## src/verilog/apmc_pkg.sv

```systemverilog
// Shared constants and types for the amplifier protection and mode control ends
`default_nettype none
package apmc_pkg;

  // Clock and latch-reset timing
  localparam int CLK_PERIOD_NS  = 50;                     // 20 MHz system clock
  localparam int LATCH_CLR_NS   = 200;                    // Least low time to clear latch
  localparam int LATCH_CLR_CYC  = (LATCH_CLR_NS + CLK_PERIOD_NS - 1) / CLK_PERIOD_NS;
  localparam int HOST_PULSE_CYC = LATCH_CLR_CYC + 2;      // Host pulse with margin

  // Ramp timing
  localparam int RAMP_TICK_DEF  = 16;                     // Cycles per ramp step
  localparam int HOST_PWRUP_DEF = 64;                     // Host wait before power-up pulse

  // Model of the mode-control pin voltage, full scale is the analog supply
  localparam int         VW        = 10;                  // Voltage code width
  localparam logic [9:0] V_ZERO    = 10'h000;             // Pin fully discharged
  localparam logic [9:0] V_FULL    = 10'h3FF;             // Pin at analog supply
  localparam logic [9:0] V_UPPER   = 10'h2CC;             // Upper threshold code
  localparam logic [9:0] V_LOWER   = 10'h0CC;             // Lower threshold code
  localparam logic [9:0] STEP_SU   = 10'h007;             // Start-up ramp step, 0.7 scaled
  localparam logic [9:0] STEP_RST  = 10'h00B;             // Recycle ramp step, 1.1 scaled

  // Bit positions of the synchronised analog event vector
  localparam int IN_OC_HS  = 0;                           // High-side overcurrent
  localparam int IN_OC_LS  = 1;                           // Low-side overcurrent
  localparam int IN_OT     = 2;                           // Over-temperature input
  localparam int IN_TJ     = 3;                           // Junction thermal shutdown
  localparam int IN_DC     = 4;                           // DC offset protection
  localparam int IN_AA_OK  = 5;                           // Analog supply above lockout
  localparam int IN_VCC_OK = 6;                           // Low-side gate supply ok
  localparam int IN_BS_OK  = 7;                           // Bootstrap supply ok
  localparam int IN_W      = 8;                           // Vector width
  // Synchroniser reset: supplies read as ok, so reset fakes no recovery edge
  localparam logic [7:0] SYNC_RST = 8'hE0;                // Ok bits set, events clear

  // Reset values
  localparam logic       SD_LATCH_RST = 1'b1;             // Latch starts in shutdown

  // Recycle sequencer states
  typedef enum logic [1:0] {RC_IDLE, RC_DISCH, RC_CHARGE} apmc_rc_t;

endpackage
`default_nettype wire

```

## src/verilog/apmc_mode_if.sv

```systemverilog
// Mode-control pin carrier between the amplifier end and the system controller end
`timescale 1ns/10ps
`default_nettype none
interface apmc_mode_if;
  logic       dev_sink_oe;   // Amplifier sinks current on the pin
  logic       host_pull_oe;  // Controller transistor pulls the pin low
  logic [9:0] pin_level;     // Modelled pin voltage, driven by the amplifier
  logic       pin_low;       // Resolved wire: someone pulls the pin

  // Open-drain wire: low whenever either party drives
  assign pin_low = dev_sink_oe | host_pull_oe;

  modport device (output dev_sink_oe, output pin_level, input host_pull_oe, input pin_low);
  modport host   (output host_pull_oe, input dev_sink_oe, input pin_level, input pin_low);
endinterface
`default_nettype wire

```

## src/verilog/apmc_device.sv

```systemverilog
// Amplifier end: mode selection, shutdown latch, recycle timer and fault flag
`timescale 1ns/10ps
`default_nettype none
// Function
// Pin below lower threshold: full shutdown
// Between thresholds: outputs off, prebias oscillation
// Above upper threshold: normal PWM operation
// Switching starts only with all supplies ok
// Gate supply recovery triggers recycle, fault low
// Overcurrent keeps recycling, fault low meanwhile
// DC fault holds pin and fault low
// Over-temperature input keeps recycling, fault low
// Either overcurrent sensor sets shutdown latch
// Self-reset: discharge, clear latch, charge, resume
// Persistent overcurrent repeats the whole sequence
// Host pull below upper forces shutdown
// Latched: host low 200 ns clears latch
// Latched: stays shut after power-up until pulse
// Sink pin current during protection events
// Junction overheat stops PWM switching
// Gate supply low turns both outputs off
// Bootstrap low disables only high side
// Ramp steps scale with 1.1 and 0.7
// Host ramps pin slowly enough for precharge
// Host sizes capacitor for 0.1 s interval
// Fault released only in normal operation
// Static input selects self-reset or latched
module apmc_device #(
  parameter int RAMP_TICK = apmc_pkg::RAMP_TICK_DEF   // Cycles per ramp step
) (
  input  wire logic     i_clk_sys,      // System clock
  input  wire logic     i_rst_n,        // Async reset, active low
  input  wire logic     i_cfg_latched,  // 1 latched, 0 self-reset
  input  wire logic     i_oc_hs,        // High-side overcurrent sensor
  input  wire logic     i_oc_ls,        // Low-side overcurrent sensor
  input  wire logic     i_ot_evt,       // Over-temperature input
  input  wire logic     i_tj_hot,       // Junction over thermal limit
  input  wire logic     i_dc_fault,     // DC offset protection
  input  wire logic     i_aa_ok,        // Analog supplies above lockout
  input  wire logic     i_vcc_ok,       // Low-side gate supply ok
  input  wire logic     i_bs_ok,        // Bootstrap supply ok
  input  wire logic     i_pwm_hs,       // Modulator high-side request
  input  wire logic     i_pwm_ls,       // Modulator low-side request
  apmc_mode_if.device   mode,           // Mode-control pin
  output logic          o_ota_en,       // Input amplifier enabled
  output logic          o_prebias_osc,  // Local prebias oscillation on
  output logic          o_pwm_run,      // PWM switching allowed
  output logic          o_hs_on,        // High-side transistor gate
  output logic          o_ls_on,        // Low-side transistor gate
  output logic          o_fault_oe,     // Fault flag pulled low
  output logic          o_sd_latched    // Shutdown latch state
);

  // Synchroniser stages and derived event levels
  logic [apmc_pkg::IN_W-1:0] sync1_q;       // First stage, read only by second
  logic [apmc_pkg::IN_W-1:0] sync2_q;       // Second stage, safe to use
  logic                      vcc_prev_q;    // Previous gate supply level
  logic [15:0]               tick_cnt_q;    // Ramp divider
  logic                      tick;          // One-cycle ramp enable
  logic [apmc_pkg::VW-1:0]   v_q;           // Modelled pin voltage
  logic [apmc_pkg::VW-1:0]   step;          // Current charge step
  logic [3:0]                low_cnt_q;     // Host low duration, latched mode
  logic                      sd_latch_q;    // Shutdown latch
  logic                      sink_q;        // Pin sink drive
  logic                      run_q;         // Switching running
  apmc_pkg::apmc_rc_t        rc_q;          // Recycle sequencer
  logic                      above_upper;   // Upper comparator
  logic                      below_lower;   // Lower comparator
  logic                      oc_any;        // Either sensor trips
  logic                      vcc_rise;      // Gate supply recovered
  logic                      normal_ok;     // All conditions for normal mode
  logic                      run_d;         // Next running state

  // Analog comparator outputs are asynchronous, so all pass two flops
  always_ff @(posedge i_clk_sys or negedge i_rst_n)
  begin
    if (!i_rst_n)
    begin
      sync1_q <= apmc_pkg::SYNC_RST;
      sync2_q <= apmc_pkg::SYNC_RST;
    end
    else
    begin
      sync1_q <= {i_bs_ok, i_vcc_ok, i_aa_ok, i_dc_fault,
                  i_tj_hot, i_ot_evt, i_oc_ls, i_oc_hs};
      sync2_q <= sync1_q;
    end
  end

  // Edge memory for the gate supply recovery
  always_ff @(posedge i_clk_sys or negedge i_rst_n)
  begin
    if (!i_rst_n)
      vcc_prev_q <= 1'b1;                                      // Idle level, no false rise
    else
      vcc_prev_q <= sync2_q[apmc_pkg::IN_VCC_OK];
  end

  assign vcc_rise    = sync2_q[apmc_pkg::IN_VCC_OK] & ~vcc_prev_q;
  assign oc_any      = sync2_q[apmc_pkg::IN_OC_HS] | sync2_q[apmc_pkg::IN_OC_LS];
  assign above_upper = (v_q > apmc_pkg::V_UPPER);
  assign below_lower = (v_q < apmc_pkg::V_LOWER);

  // Ramp divider stands in for the slow capacitor current
  always_ff @(posedge i_clk_sys or negedge i_rst_n)
  begin
    if (!i_rst_n)
      tick_cnt_q <= '0;
    else if (tick)
      tick_cnt_q <= '0;
    else
      tick_cnt_q <= tick_cnt_q + 16'h0001;
  end

  assign tick = (tick_cnt_q == 16'(RAMP_TICK - 1));

  // Recycle charge is faster than first start-up charge
  assign step = (rc_q != apmc_pkg::RC_IDLE) ? apmc_pkg::STEP_RST : apmc_pkg::STEP_SU;

  // Pin voltage model; a stiff pull-up in latched mode follows the host only
  always_ff @(posedge i_clk_sys or negedge i_rst_n)
  begin
    if (!i_rst_n)
      v_q <= apmc_pkg::V_ZERO;
    else if (i_cfg_latched)
      v_q <= mode.host_pull_oe ? apmc_pkg::V_ZERO : apmc_pkg::V_FULL;
    else if (tick)
    begin
      if (mode.pin_low)                                        // Discharge
        v_q <= (v_q > apmc_pkg::STEP_RST) ? v_q - apmc_pkg::STEP_RST : apmc_pkg::V_ZERO;
      else                                                     // Charge, saturating
        v_q <= ((apmc_pkg::V_FULL - v_q) > step) ? v_q + step : apmc_pkg::V_FULL;
    end
  end

  // Count how long the host holds the pin low, saturating
  always_ff @(posedge i_clk_sys or negedge i_rst_n)
  begin
    if (!i_rst_n)
      low_cnt_q <= '0;
    else if (!mode.host_pull_oe)
      low_cnt_q <= '0;
    else if (low_cnt_q != 4'hF)
      low_cnt_q <= low_cnt_q + 4'h1;
  end

  // Shutdown latch; a trip in the clearing cycle wins over the clear
  always_ff @(posedge i_clk_sys or negedge i_rst_n)
  begin
    if (!i_rst_n)
      sd_latch_q <= apmc_pkg::SD_LATCH_RST;
    else if (oc_any)
      sd_latch_q <= 1'b1;
    else if (i_cfg_latched && (low_cnt_q >= 4'(apmc_pkg::LATCH_CLR_CYC)))
      sd_latch_q <= 1'b0;
    else if (!i_cfg_latched && below_lower)
      sd_latch_q <= 1'b0;
  end

  // Recycle sequencer, only meaningful with a timing capacitor
  always_ff @(posedge i_clk_sys or negedge i_rst_n)
  begin
    if (!i_rst_n)
      rc_q <= apmc_pkg::RC_IDLE;
    else if (i_cfg_latched)
      rc_q <= apmc_pkg::RC_IDLE;
    else
    begin
      case (rc_q)
        apmc_pkg::RC_IDLE:
          // Latched overcurrent above upper, over-temperature input or gate supply recovery starts a discharge
          if ((sd_latch_q && above_upper) || sync2_q[apmc_pkg::IN_OT] || vcc_rise)
            rc_q <= apmc_pkg::RC_DISCH;
        apmc_pkg::RC_DISCH:
          if (below_lower)
            rc_q <= apmc_pkg::RC_CHARGE;
        apmc_pkg::RC_CHARGE:
          // Persisting faults restart the discharge
          if (sd_latch_q || sync2_q[apmc_pkg::IN_OT])
            rc_q <= apmc_pkg::RC_DISCH;
          else if (above_upper)
            rc_q <= apmc_pkg::RC_IDLE;
        default:
          rc_q <= apmc_pkg::RC_IDLE;
      endcase
    end
  end

  // Sink current marks protection for the host detector
  always_ff @(posedge i_clk_sys or negedge i_rst_n)
  begin
    if (!i_rst_n)
      sink_q <= 1'b0;
    else
      sink_q <= (rc_q == apmc_pkg::RC_DISCH)
              | sync2_q[apmc_pkg::IN_DC]
              | (i_cfg_latched & sd_latch_q);
  end

  assign mode.dev_sink_oe = sink_q;
  assign mode.pin_level   = v_q;

  // Normal mode needs the pin high and no protection active
  assign normal_ok = above_upper
                   & ~sd_latch_q
                   & (rc_q == apmc_pkg::RC_IDLE)
                   & ~sync2_q[apmc_pkg::IN_DC]
                   & ~sync2_q[apmc_pkg::IN_OT]
                   & ~sync2_q[apmc_pkg::IN_TJ]
                   & sync2_q[apmc_pkg::IN_AA_OK]
                   & sync2_q[apmc_pkg::IN_VCC_OK];

  // Bootstrap is needed to start but not to keep running
  assign run_d = normal_ok & (run_q | sync2_q[apmc_pkg::IN_BS_OK]);

  always_ff @(posedge i_clk_sys or negedge i_rst_n)
  begin
    if (!i_rst_n)
      run_q <= 1'b0;
    else
      run_q <= run_d;
  end

  // Mode outputs of the input amplifier section
  always_ff @(posedge i_clk_sys or negedge i_rst_n)
  begin
    if (!i_rst_n)
    begin
      o_ota_en      <= 1'b0;
      o_prebias_osc <= 1'b0;
    end
    else
    begin
      o_ota_en      <= ~below_lower;
      o_prebias_osc <= ~below_lower & ~above_upper;
    end
  end

  // Gate drive; both off outside normal mode
  always_ff @(posedge i_clk_sys or negedge i_rst_n)
  begin
    if (!i_rst_n)
    begin
      o_pwm_run <= 1'b0;
      o_hs_on   <= 1'b0;
      o_ls_on   <= 1'b0;
    end
    else
    begin
      o_pwm_run <= run_d;
      o_hs_on   <= run_d & i_pwm_hs & sync2_q[apmc_pkg::IN_BS_OK];
      o_ls_on   <= run_d & i_pwm_ls & ~i_pwm_hs;
    end
  end

  // Fault flag released only while switching is allowed
  always_ff @(posedge i_clk_sys or negedge i_rst_n)
  begin
    if (!i_rst_n)
    begin
      o_fault_oe   <= 1'b1;
      o_sd_latched <= 1'b1;
    end
    else
    begin
      o_fault_oe   <= ~run_d;
      o_sd_latched <= sd_latch_q;
    end
  end

endmodule
`default_nettype wire

```

## src/flat_wrapper.sv

```systemverilog
// flat-port wrapper written by rule: the top's interface ports become plain ports
module apmc_device_flat 
#(
  parameter int RAMP_TICK = apmc_pkg::RAMP_TICK_DEF                          
)
  (i_clk_sys, i_rst_n, i_cfg_latched, i_oc_hs, i_oc_ls, i_ot_evt, i_tj_hot, i_dc_fault, i_aa_ok, i_vcc_ok, i_bs_ok, i_pwm_hs, i_pwm_ls, o_ota_en, o_prebias_osc, o_pwm_run, o_hs_on, o_ls_on, o_fault_oe, o_sd_latched, mode_dev_sink_oe, mode_pin_level, mode_host_pull_oe);
  apmc_mode_if mode_i ();
  input  wire logic i_clk_sys;
  input  wire logic i_rst_n;
  input  wire logic i_cfg_latched;
  input  wire logic i_oc_hs;
  input  wire logic i_oc_ls;
  input  wire logic i_ot_evt;
  input  wire logic i_tj_hot;
  input  wire logic i_dc_fault;
  input  wire logic i_aa_ok;
  input  wire logic i_vcc_ok;
  input  wire logic i_bs_ok;
  input  wire logic i_pwm_hs;
  input  wire logic i_pwm_ls;
  output logic o_ota_en;
  output logic o_prebias_osc;
  output logic o_pwm_run;
  output logic o_hs_on;
  output logic o_ls_on;
  output logic o_fault_oe;
  output logic o_sd_latched;
  output wire logic [$bits(mode_i.dev_sink_oe)-1:0] mode_dev_sink_oe;
  output wire logic [$bits(mode_i.pin_level)-1:0] mode_pin_level;
  input wire logic [$bits(mode_i.host_pull_oe)-1:0] mode_host_pull_oe;
  assign mode_dev_sink_oe = mode_i.dev_sink_oe;
  assign mode_pin_level = mode_i.pin_level;
  assign mode_i.host_pull_oe = mode_host_pull_oe;
  apmc_device #(.RAMP_TICK(RAMP_TICK)) u_core (.i_clk_sys(i_clk_sys), .i_rst_n(i_rst_n), .i_cfg_latched(i_cfg_latched), .i_oc_hs(i_oc_hs), .i_oc_ls(i_oc_ls), .i_ot_evt(i_ot_evt), .i_tj_hot(i_tj_hot), .i_dc_fault(i_dc_fault), .i_aa_ok(i_aa_ok), .i_vcc_ok(i_vcc_ok), .i_bs_ok(i_bs_ok), .i_pwm_hs(i_pwm_hs), .i_pwm_ls(i_pwm_ls), .mode(mode_i), .o_ota_en(o_ota_en), .o_prebias_osc(o_prebias_osc), .o_pwm_run(o_pwm_run), .o_hs_on(o_hs_on), .o_ls_on(o_ls_on), .o_fault_oe(o_fault_oe), .o_sd_latched(o_sd_latched));
endmodule
```

## config.mk

```make
export PLATFORM = sky130hd
export DESIGN_NAME = apmc_device_flat
export DESIGN_NICKNAME = d
export VERILOG_FILES = /design/src/verilog/apmc_pkg.sv /design/src/verilog/apmc_mode_if.sv /design/src/verilog/apmc_device.sv /design/src/flat_wrapper.sv
export SDC_FILE = /design/constraint.sdc
export NUM_CORES = 1
export LEC_CHECK = 0
export ABC_CLOCK_PERIOD_IN_PS = 2440
export BUFFER_PORTS_ARGS = -buffer_cell sky130_fd_sc_hd__buf_2
export CELL_PAD_IN_SITES_DETAIL_PLACEMENT = 0
export CELL_PAD_IN_SITES_GLOBAL_PLACEMENT = 1
export CORE_AREA = 8 8 91 93
export CTS_CLUSTER_SIZE = 12
export DETAILED_ROUTE_END_ITERATION = 8
export DIE_AREA = 0 0 99 101
export MAX_ROUTING_LAYER = met4
export PLACE_DENSITY = 0.71
export SYNTH_ARGS = -nofsm -noshare
export SYNTH_HDL_FRONTEND = slang
export SYNTH_SLANG_ARGS = --single-unit
```

## constraint.sdc

```tcl
create_clock -name i_clk_sys -period 2.44 [get_ports i_clk_sys]
set_input_delay 0.366 -clock i_clk_sys [delete_from_list [all_inputs] [get_ports i_clk_sys]]
set_output_delay 0.366 -clock i_clk_sys [all_outputs]
set_load 0.05 [all_outputs]
```

Word level (Yosys, flattened, before mapping):

Cells that the tools add are included.

* add/subtract/negate cells: 5
* order comparisons: 5
* equality and inequality tests: 8
* mux-type cells: 19
* bitwise gates (word level): 29
* reductions and logical operators: 12

Operators with widths (count)
* 10-bit 2-to-1 mux: 6
* 16-bit by 1-bit adder with 16-bit output (second input constant): 1
* 16-bit by 4-bit equality test with 1-bit output (second input constant): 1
* 16-bit 2-to-1 mux: 1
* 1-bit AND: 15
* 4-bit 2-to-1 mux: 3
* 10-bit adder: 1
* 10-bit greater-than comparator: 1
* 10-bit greater-than comparator (second input constant): 1
* 10-bit by 4-bit greater-than comparator with 1-bit output (second input constant): 1
* 10-bit by 8-bit less-than comparator with 1-bit output (second input constant): 1
* 2-bit 2-to-1 mux: 5
* 10-bit subtractor (first input constant): 1
* 10-bit by 4-bit subtractor with 10-bit output (second input constant): 1
* 1-bit inverter: 9
* 3-bit by 2-bit inequality test with 1-bit output (second input constant): 2
* 2-bit case mux with 3 select lines: 1
* 1-bit OR: 5
* 4-bit by 1-bit adder with 4-bit output (second input constant): 1
* 4-bit by 3-bit >= comparator with 1-bit output (second input constant): 1
* 4-bit by 2-bit inequality test with 1-bit output (second input constant): 1
* 4-bit inequality test (second input constant): 1
* 2-bit nonzero test: 2
* 1-bit logical AND: 3
* other kinds (9): 13

* register bits: 58
* input bits: 14
* output and inout bits: 18
* word-level logic and storage cells: 94

Depth between registers and ports, before layout:

* depth in word-level cells: 11
* depth in mapped cells: 8
* depth with buffers taken out: 8

Worst setup path before layout:

Ideal clock, no wire load.

* path kind: reg2reg
* from: register u_core.v_q (netlist bit u_core.mode.pin_level[2])
* to: register u_core.v_q (netlist bit u_core.mode.pin_level[2])
* library setup time: 0.121 ns
* arrival time: 2.417 ns
* data required time: 2.319 ns
* slack: -0.098 ns
* cell stages (with the launch flop): 9
* path buffers: 1
* period minus slack after synthesis: 2.538 ns
* cells stage by stage: dfrtp_1 buf_2 inv_1 ha_1 and3_1 or2_2 a41oi_1 o221ai_1 a22o_1

* word-level cells in the longest chain between the ends: 6
* elaborated cells on any way between the ends: 10
* those cells by class: add/sub (3); order compare (2); mux (5)

Ends and longest elaborated chain
* start, declared: RTL line apmc_device.sv:60 `logic [apmc_pkg::VW-1:0] v_q;`
* start signal, assigned: RTL line apmc_device.sv:124 `v_q <= apmc_pkg::V_ZERO;`
* start signal, assigned: RTL line apmc_device.sv:126 `v_q <= mode.host_pull_oe ? apmc_pkg::V_ZERO : apmc_pkg::V_FULL;`
* start signal, assigned: RTL line apmc_device.sv:130 `v_q <= (v_q > apmc_pkg::STEP_RST) ? v_q - apmc_pkg::STEP_RST : apmc_pkg::V_ZERO;`
* 10-bit subtractor: RTL line apmc_device.sv:132 `v_q <= ((apmc_pkg::V_FULL - v_q) > step) ? v_q + step : apmc_pkg::V_FULL;`
* 10-bit greater-than comparator: RTL line apmc_device.sv:132
* 10-bit 2-to-1 mux: RTL line apmc_device.sv:132
* 10-bit 2-to-1 mux *: RTL line apmc_device.sv:129 `if (mode.pin_low)`
* 10-bit 2-to-1 mux *: RTL line apmc_device.sv:127 `else if (tick)`
* 10-bit 2-to-1 mux *: RTL line apmc_device.sv:125 `else if (i_cfg_latched)`

Mark *: on every way between the ends. The rest lies on a longest branch, timed or not. The select of a mux whose other input is x is not followed.
A chain may end at the register's enable or synchronous reset.

Worst setup path after layout:

* from: register u_core.rc_q[0]
* to: register u_core.v_q (netlist bit u_core.mode.pin_level[2])

* word-level cells in the longest chain between the ends: 7
* elaborated cells on any way between the ends: 8
* those cells by class: add/sub (1); order compare (1); mux (5); reduce/logical (1)

Ends and longest elaborated chain
* start, declared: RTL line apmc_device.sv:66 `apmc_pkg::apmc_rc_t rc_q;`
* start signal, assigned: RTL line apmc_device.sv:164 `rc_q <= apmc_pkg::RC_IDLE;`
* start signal, assigned: RTL line apmc_device.sv:166 `rc_q <= apmc_pkg::RC_IDLE;`
* start signal, assigned: RTL line apmc_device.sv:173 `rc_q <= apmc_pkg::RC_DISCH;`
* 2-bit nonzero test *: RTL line apmc_device.sv:118 `assign step = (rc_q != apmc_pkg::RC_IDLE) ? apmc_pkg::STEP_RST : apmc_pkg::STEP_SU;`
* 4-bit 2-to-1 mux *: RTL line apmc_device.sv:118
* 10-bit adder or 10-bit greater-than comparator (tied branches): RTL line apmc_device.sv:132
* 10-bit 2-to-1 mux *: RTL line apmc_device.sv:132
* 10-bit 2-to-1 mux *: RTL line apmc_device.sv:129
* 10-bit 2-to-1 mux *: RTL line apmc_device.sv:127
* 10-bit 2-to-1 mux *: RTL line apmc_device.sv:125
* end signal, assigned: RTL line apmc_device.sv:126
* end signal, assigned: RTL line apmc_device.sv:130
* end signal, assigned: RTL line apmc_device.sv:132

Marked as above.

==> qor.csv <==
stage,metric,value,unit
clock_network,cts-root-buf,clkbuf_8,
timing,maxSlewHeadroom,56.5,%
power,p_leak,1.52,nW
worst_setup_path,cp_cell_sequence,nor2_1 > inv_1 > ha_1 > and3_1 > or2_2 > a41oi_2 > o221ai_1 > a22o_1,
placement,port_buffers,31,
logic_synthesis,ys.flop_type,dfrtp_1,
power,ir_drop,0.000407,V
worst_setup_path,crit_slowest_cell,dfrtp_1,
logic_synthesis,synthArstFlopShare,100,%
timing,setup_viol,0,
clock_network,cts_buffer_depth,2,
clock_network,cts_tree,built,
global_route,grt_max_degree,33,
worst_hold_path,hp-class,primary input to asynchronous set/reset pin,
clock_network,cts_buffers,9,
timing,hold_slack,56.3,ps
logic_synthesis,syn_nets,298,
logic_synthesis,synth_top_area_share,41.8,%
floorplanning,die_area,10000,sq um
run_status,outcome,"finished, final reports clean",
worst_setup_path,path_max_fanout,5,
floorplanning,rows,31,
worst_setup_path,worst-path-stages,8,
placement,gp_congestion,0.911,
logic_synthesis,yosysMostFrequentCell,dfrtp_1,
floorplanning,start_util,41.4,%
timing,worst_pin_slew,652,ps
clock_network,cts_sinks,58,
routing,vias,2322,
worst_setup_path,end_kind,flip-flop,
timing,fmax,0.434,GHz
logic_synthesis,synthCells,275,
clock_network,clk_pin_slew,70,ps
timing,tns,0,ps
worst_setup_path,critPathLaunchType,flip-flop,
logic_synthesis,ys_warn_count,0,
logic_synthesis,synth_edf_count,0,
timing,rsz0062_at_grt,false,
logic_synthesis,yosysSeqAreaShare,51.0,%
worst_setup_path,max_stage_delay,420,ps
finish,nNetsFinal,342,
global_route,grtUsageMet2,23.9,%
clock_network,cts_hold_buf,0,
clock_network,clkLatencyLatePin,340,ps
logic_synthesis,ys_ff_latch,58,
worst_setup_path,crit_type,flip-flop to flip-flop,
global_route,grt_pass1_vias,2329,
logic_synthesis,synthTopCellsByArea,"dfrtp_1 42%, dfstp_2 9.1%, ha_1 3.9%, xnor2_1 3.4%, a21oi_1 3.0%",
finish,diodes,0,
worst_setup_path,critPathTopFamily,simple AND/OR/NAND/NOR gates,
global_route,top_usage_layer,met2,
routing,ant_nets,0,
logic_synthesis,ys_types,64,
timing,report.final.slew_viol_count,0,
worst_setup_path,path_buf_inv,1,
routing,drtIter0Drc,120,
power,powerDensity,710,nW/um^2
routing,drt-pass1-iter-count,4,
clock_network,htreeDepth,3,
worst_setup_path,r2r_cells,8,
timing,period_minus_slack,2300,ps
global_route,grt_use_met3,4.14,%
global_route,grt_antenna_before_repair,0,
worst_setup_path,critPathArrivalTime,2520,ps
routing,wire_per_inst,17.1,um
global_route,grt_util_met1,18.0,%
routing,drc_errors,0,
worst_setup_path,worstPathRequired,2660,ps
global_route,overflow,0,
finish,fillCellCount,622,
logic_synthesis,syn_area,2870,sq um
placement,place_hpwl,4960,um
global_route,grt_pass1_wl,11700,um
finish,area_growth_syn_to_layout,18.0,%
finish,drive_gt1_share,24.4,%
run,drv_cap,0,
floorplanning,coreArea,6940,sq um
routing,wl,6950,um
floorplanning,die_x,99,um
floorplanning,io_pins,32,
logic_synthesis,synthTopCellsByCount,"48 x dfrtp_1, 21 x nor2_1, 18 x nand2_1",
routing,via_per_inst,5.72,
logic_synthesis,synth_top_cell_by_area,dfrtp_1,
floorplanning,die_y,101,um
timing,skew,13.6,ps
timing,period_share,94.4,%
logic_synthesis,syn_area_per_cell,10.4,sq um
global_route,track_usage,15.3,%
timing,hold_viol,0,
==> path summary, 6_finish.rpt <==
kind                                   start                  endpoint  slack [ps]
min                                  i_rst_n  u_core.mode.pin_level[6]          60
min in group i_clk_sys               i_bs_ok         u_core.sync1_q[7]         130
max reg2reg                   u_core.rc_q[0]  u_core.mode.pin_level[2]         140
max                           u_core.rc_q[0]  u_core.mode.pin_level[2]         140
max in group asynchronous            i_rst_n         u_core.sync2_q[6]        1710
min reg2reg                u_core.sync1_q[0]         u_core.sync2_q[0]         350
==> area by class of cell <==
cell class              count  area [sq um]  share of cell area [%]
flip-flops and latches     58          1470                    43.3
multi-input cells         195          1330                    39.1
repair buffers             42           250                    7.38
clock buffers              11           141                    4.17
well taps                  82           103                    3.03
clock inverters             5          53.8                    1.59
inverters                  13          48.8                    1.44
==> kinds of logic after synthesis <==
family	share of synthesized area [%]
buffers and inverters	3.31
multiplexers	1.09
adder cells (fa/ha/maj)	3.92
AO/OA/AOI/OAI	18.1
XOR/XNOR	5.79
flip-flops	51.0
AND/OR/NAND/NOR	16.9
==> layout by cell type (no fill, tap or decap), drive strengths merged, types with 3 or more instances in the layout <==
cell     netlist  layout
a211oi         6       6
a21oi         17      17
and3           7       7
and4           4       4
buf            5      42
clkbuf         4      11
clkinv         0       4
dfrtp         48      48
dfstp         10      10
ha             9       9
inv           13      13
nand2         18      18
nand2b         3       3
nand3          8       8
nor2          22      22
nor2b          3       3
nor3           7       7
nor4           6       6
o2111ai        3       3
o21a           4       4
o21ai          9       9
o22ai          3       3
o31ai          6       6
xnor2         11      11
xor2           8       8
==> per-stage QoR <==
stage	cells	area, sq um	util (%)	total power, W	setup slack [ps]
floorplan	275	2880	-	0.00139	49.9
global placement	390	3180	45.8	0.00155	153
detailed placement	390	3180	45.8	0.00154	109
CTS	406	3380	48.6	0.00243	89.6
global route	406	3390	48.8	0.00253	4.72
finish	406	3390	48.8	0.00241	137
==> sequential cells by signal, indices dropped and copies added, names as in the netlist <==
name / flops
u_core.low_cnt_q: 4
u_core.mode.dev_sink_oe: 1
u_core.mode.pin_level: 10
u_core.o_fault_oe: 1
u_core.o_hs_on: 1
u_core.o_ls_on: 1
u_core.o_ota_en: 1
u_core.o_prebias_osc: 1
u_core.o_sd_latched: 1
u_core.rc_q: 2
u_core.run_q: 1
u_core.sd_latch_q: 1
u_core.sync1_q: 8
u_core.sync2_q: 8
u_core.tick_cnt_q: 16
u_core.vcc_prev_q: 1
==> routing by layer <==
metal,up-vias,share of wire (%)
met5,-,0
met4,0,3.0
met3,22,5.3
met2,78,48
met1,1127,44
li1,1095,-
==> worst register-to-register path, stage by stage (launching register included) <==
cell and delay [ps]:
dfrtp_1 420, nor2_1 210, inv_1 110, ha_1 290
and3_1 210, or2_2 310, a41oi_2 250, o221ai_1 170
a22o_1 220
==> power by group <==
group | switching [W] | internal, W | leakage, nW | total (W)
clock | 0.000377 | 0.000496 | 0.103 | 0.000873
combinational | 0.000316 | 0.000154 | 0.712 | 0.000470
sequential | 0.0000478 | 0.00102 | 0.710 | 0.00106
==> repair_timing <==
action,in CTS,in global routing
setup endpoints to repair,0,2
gates resized for setup,0,2
buffers inserted,0,0
Note: power is estimated with default switching activity, not from simulation.
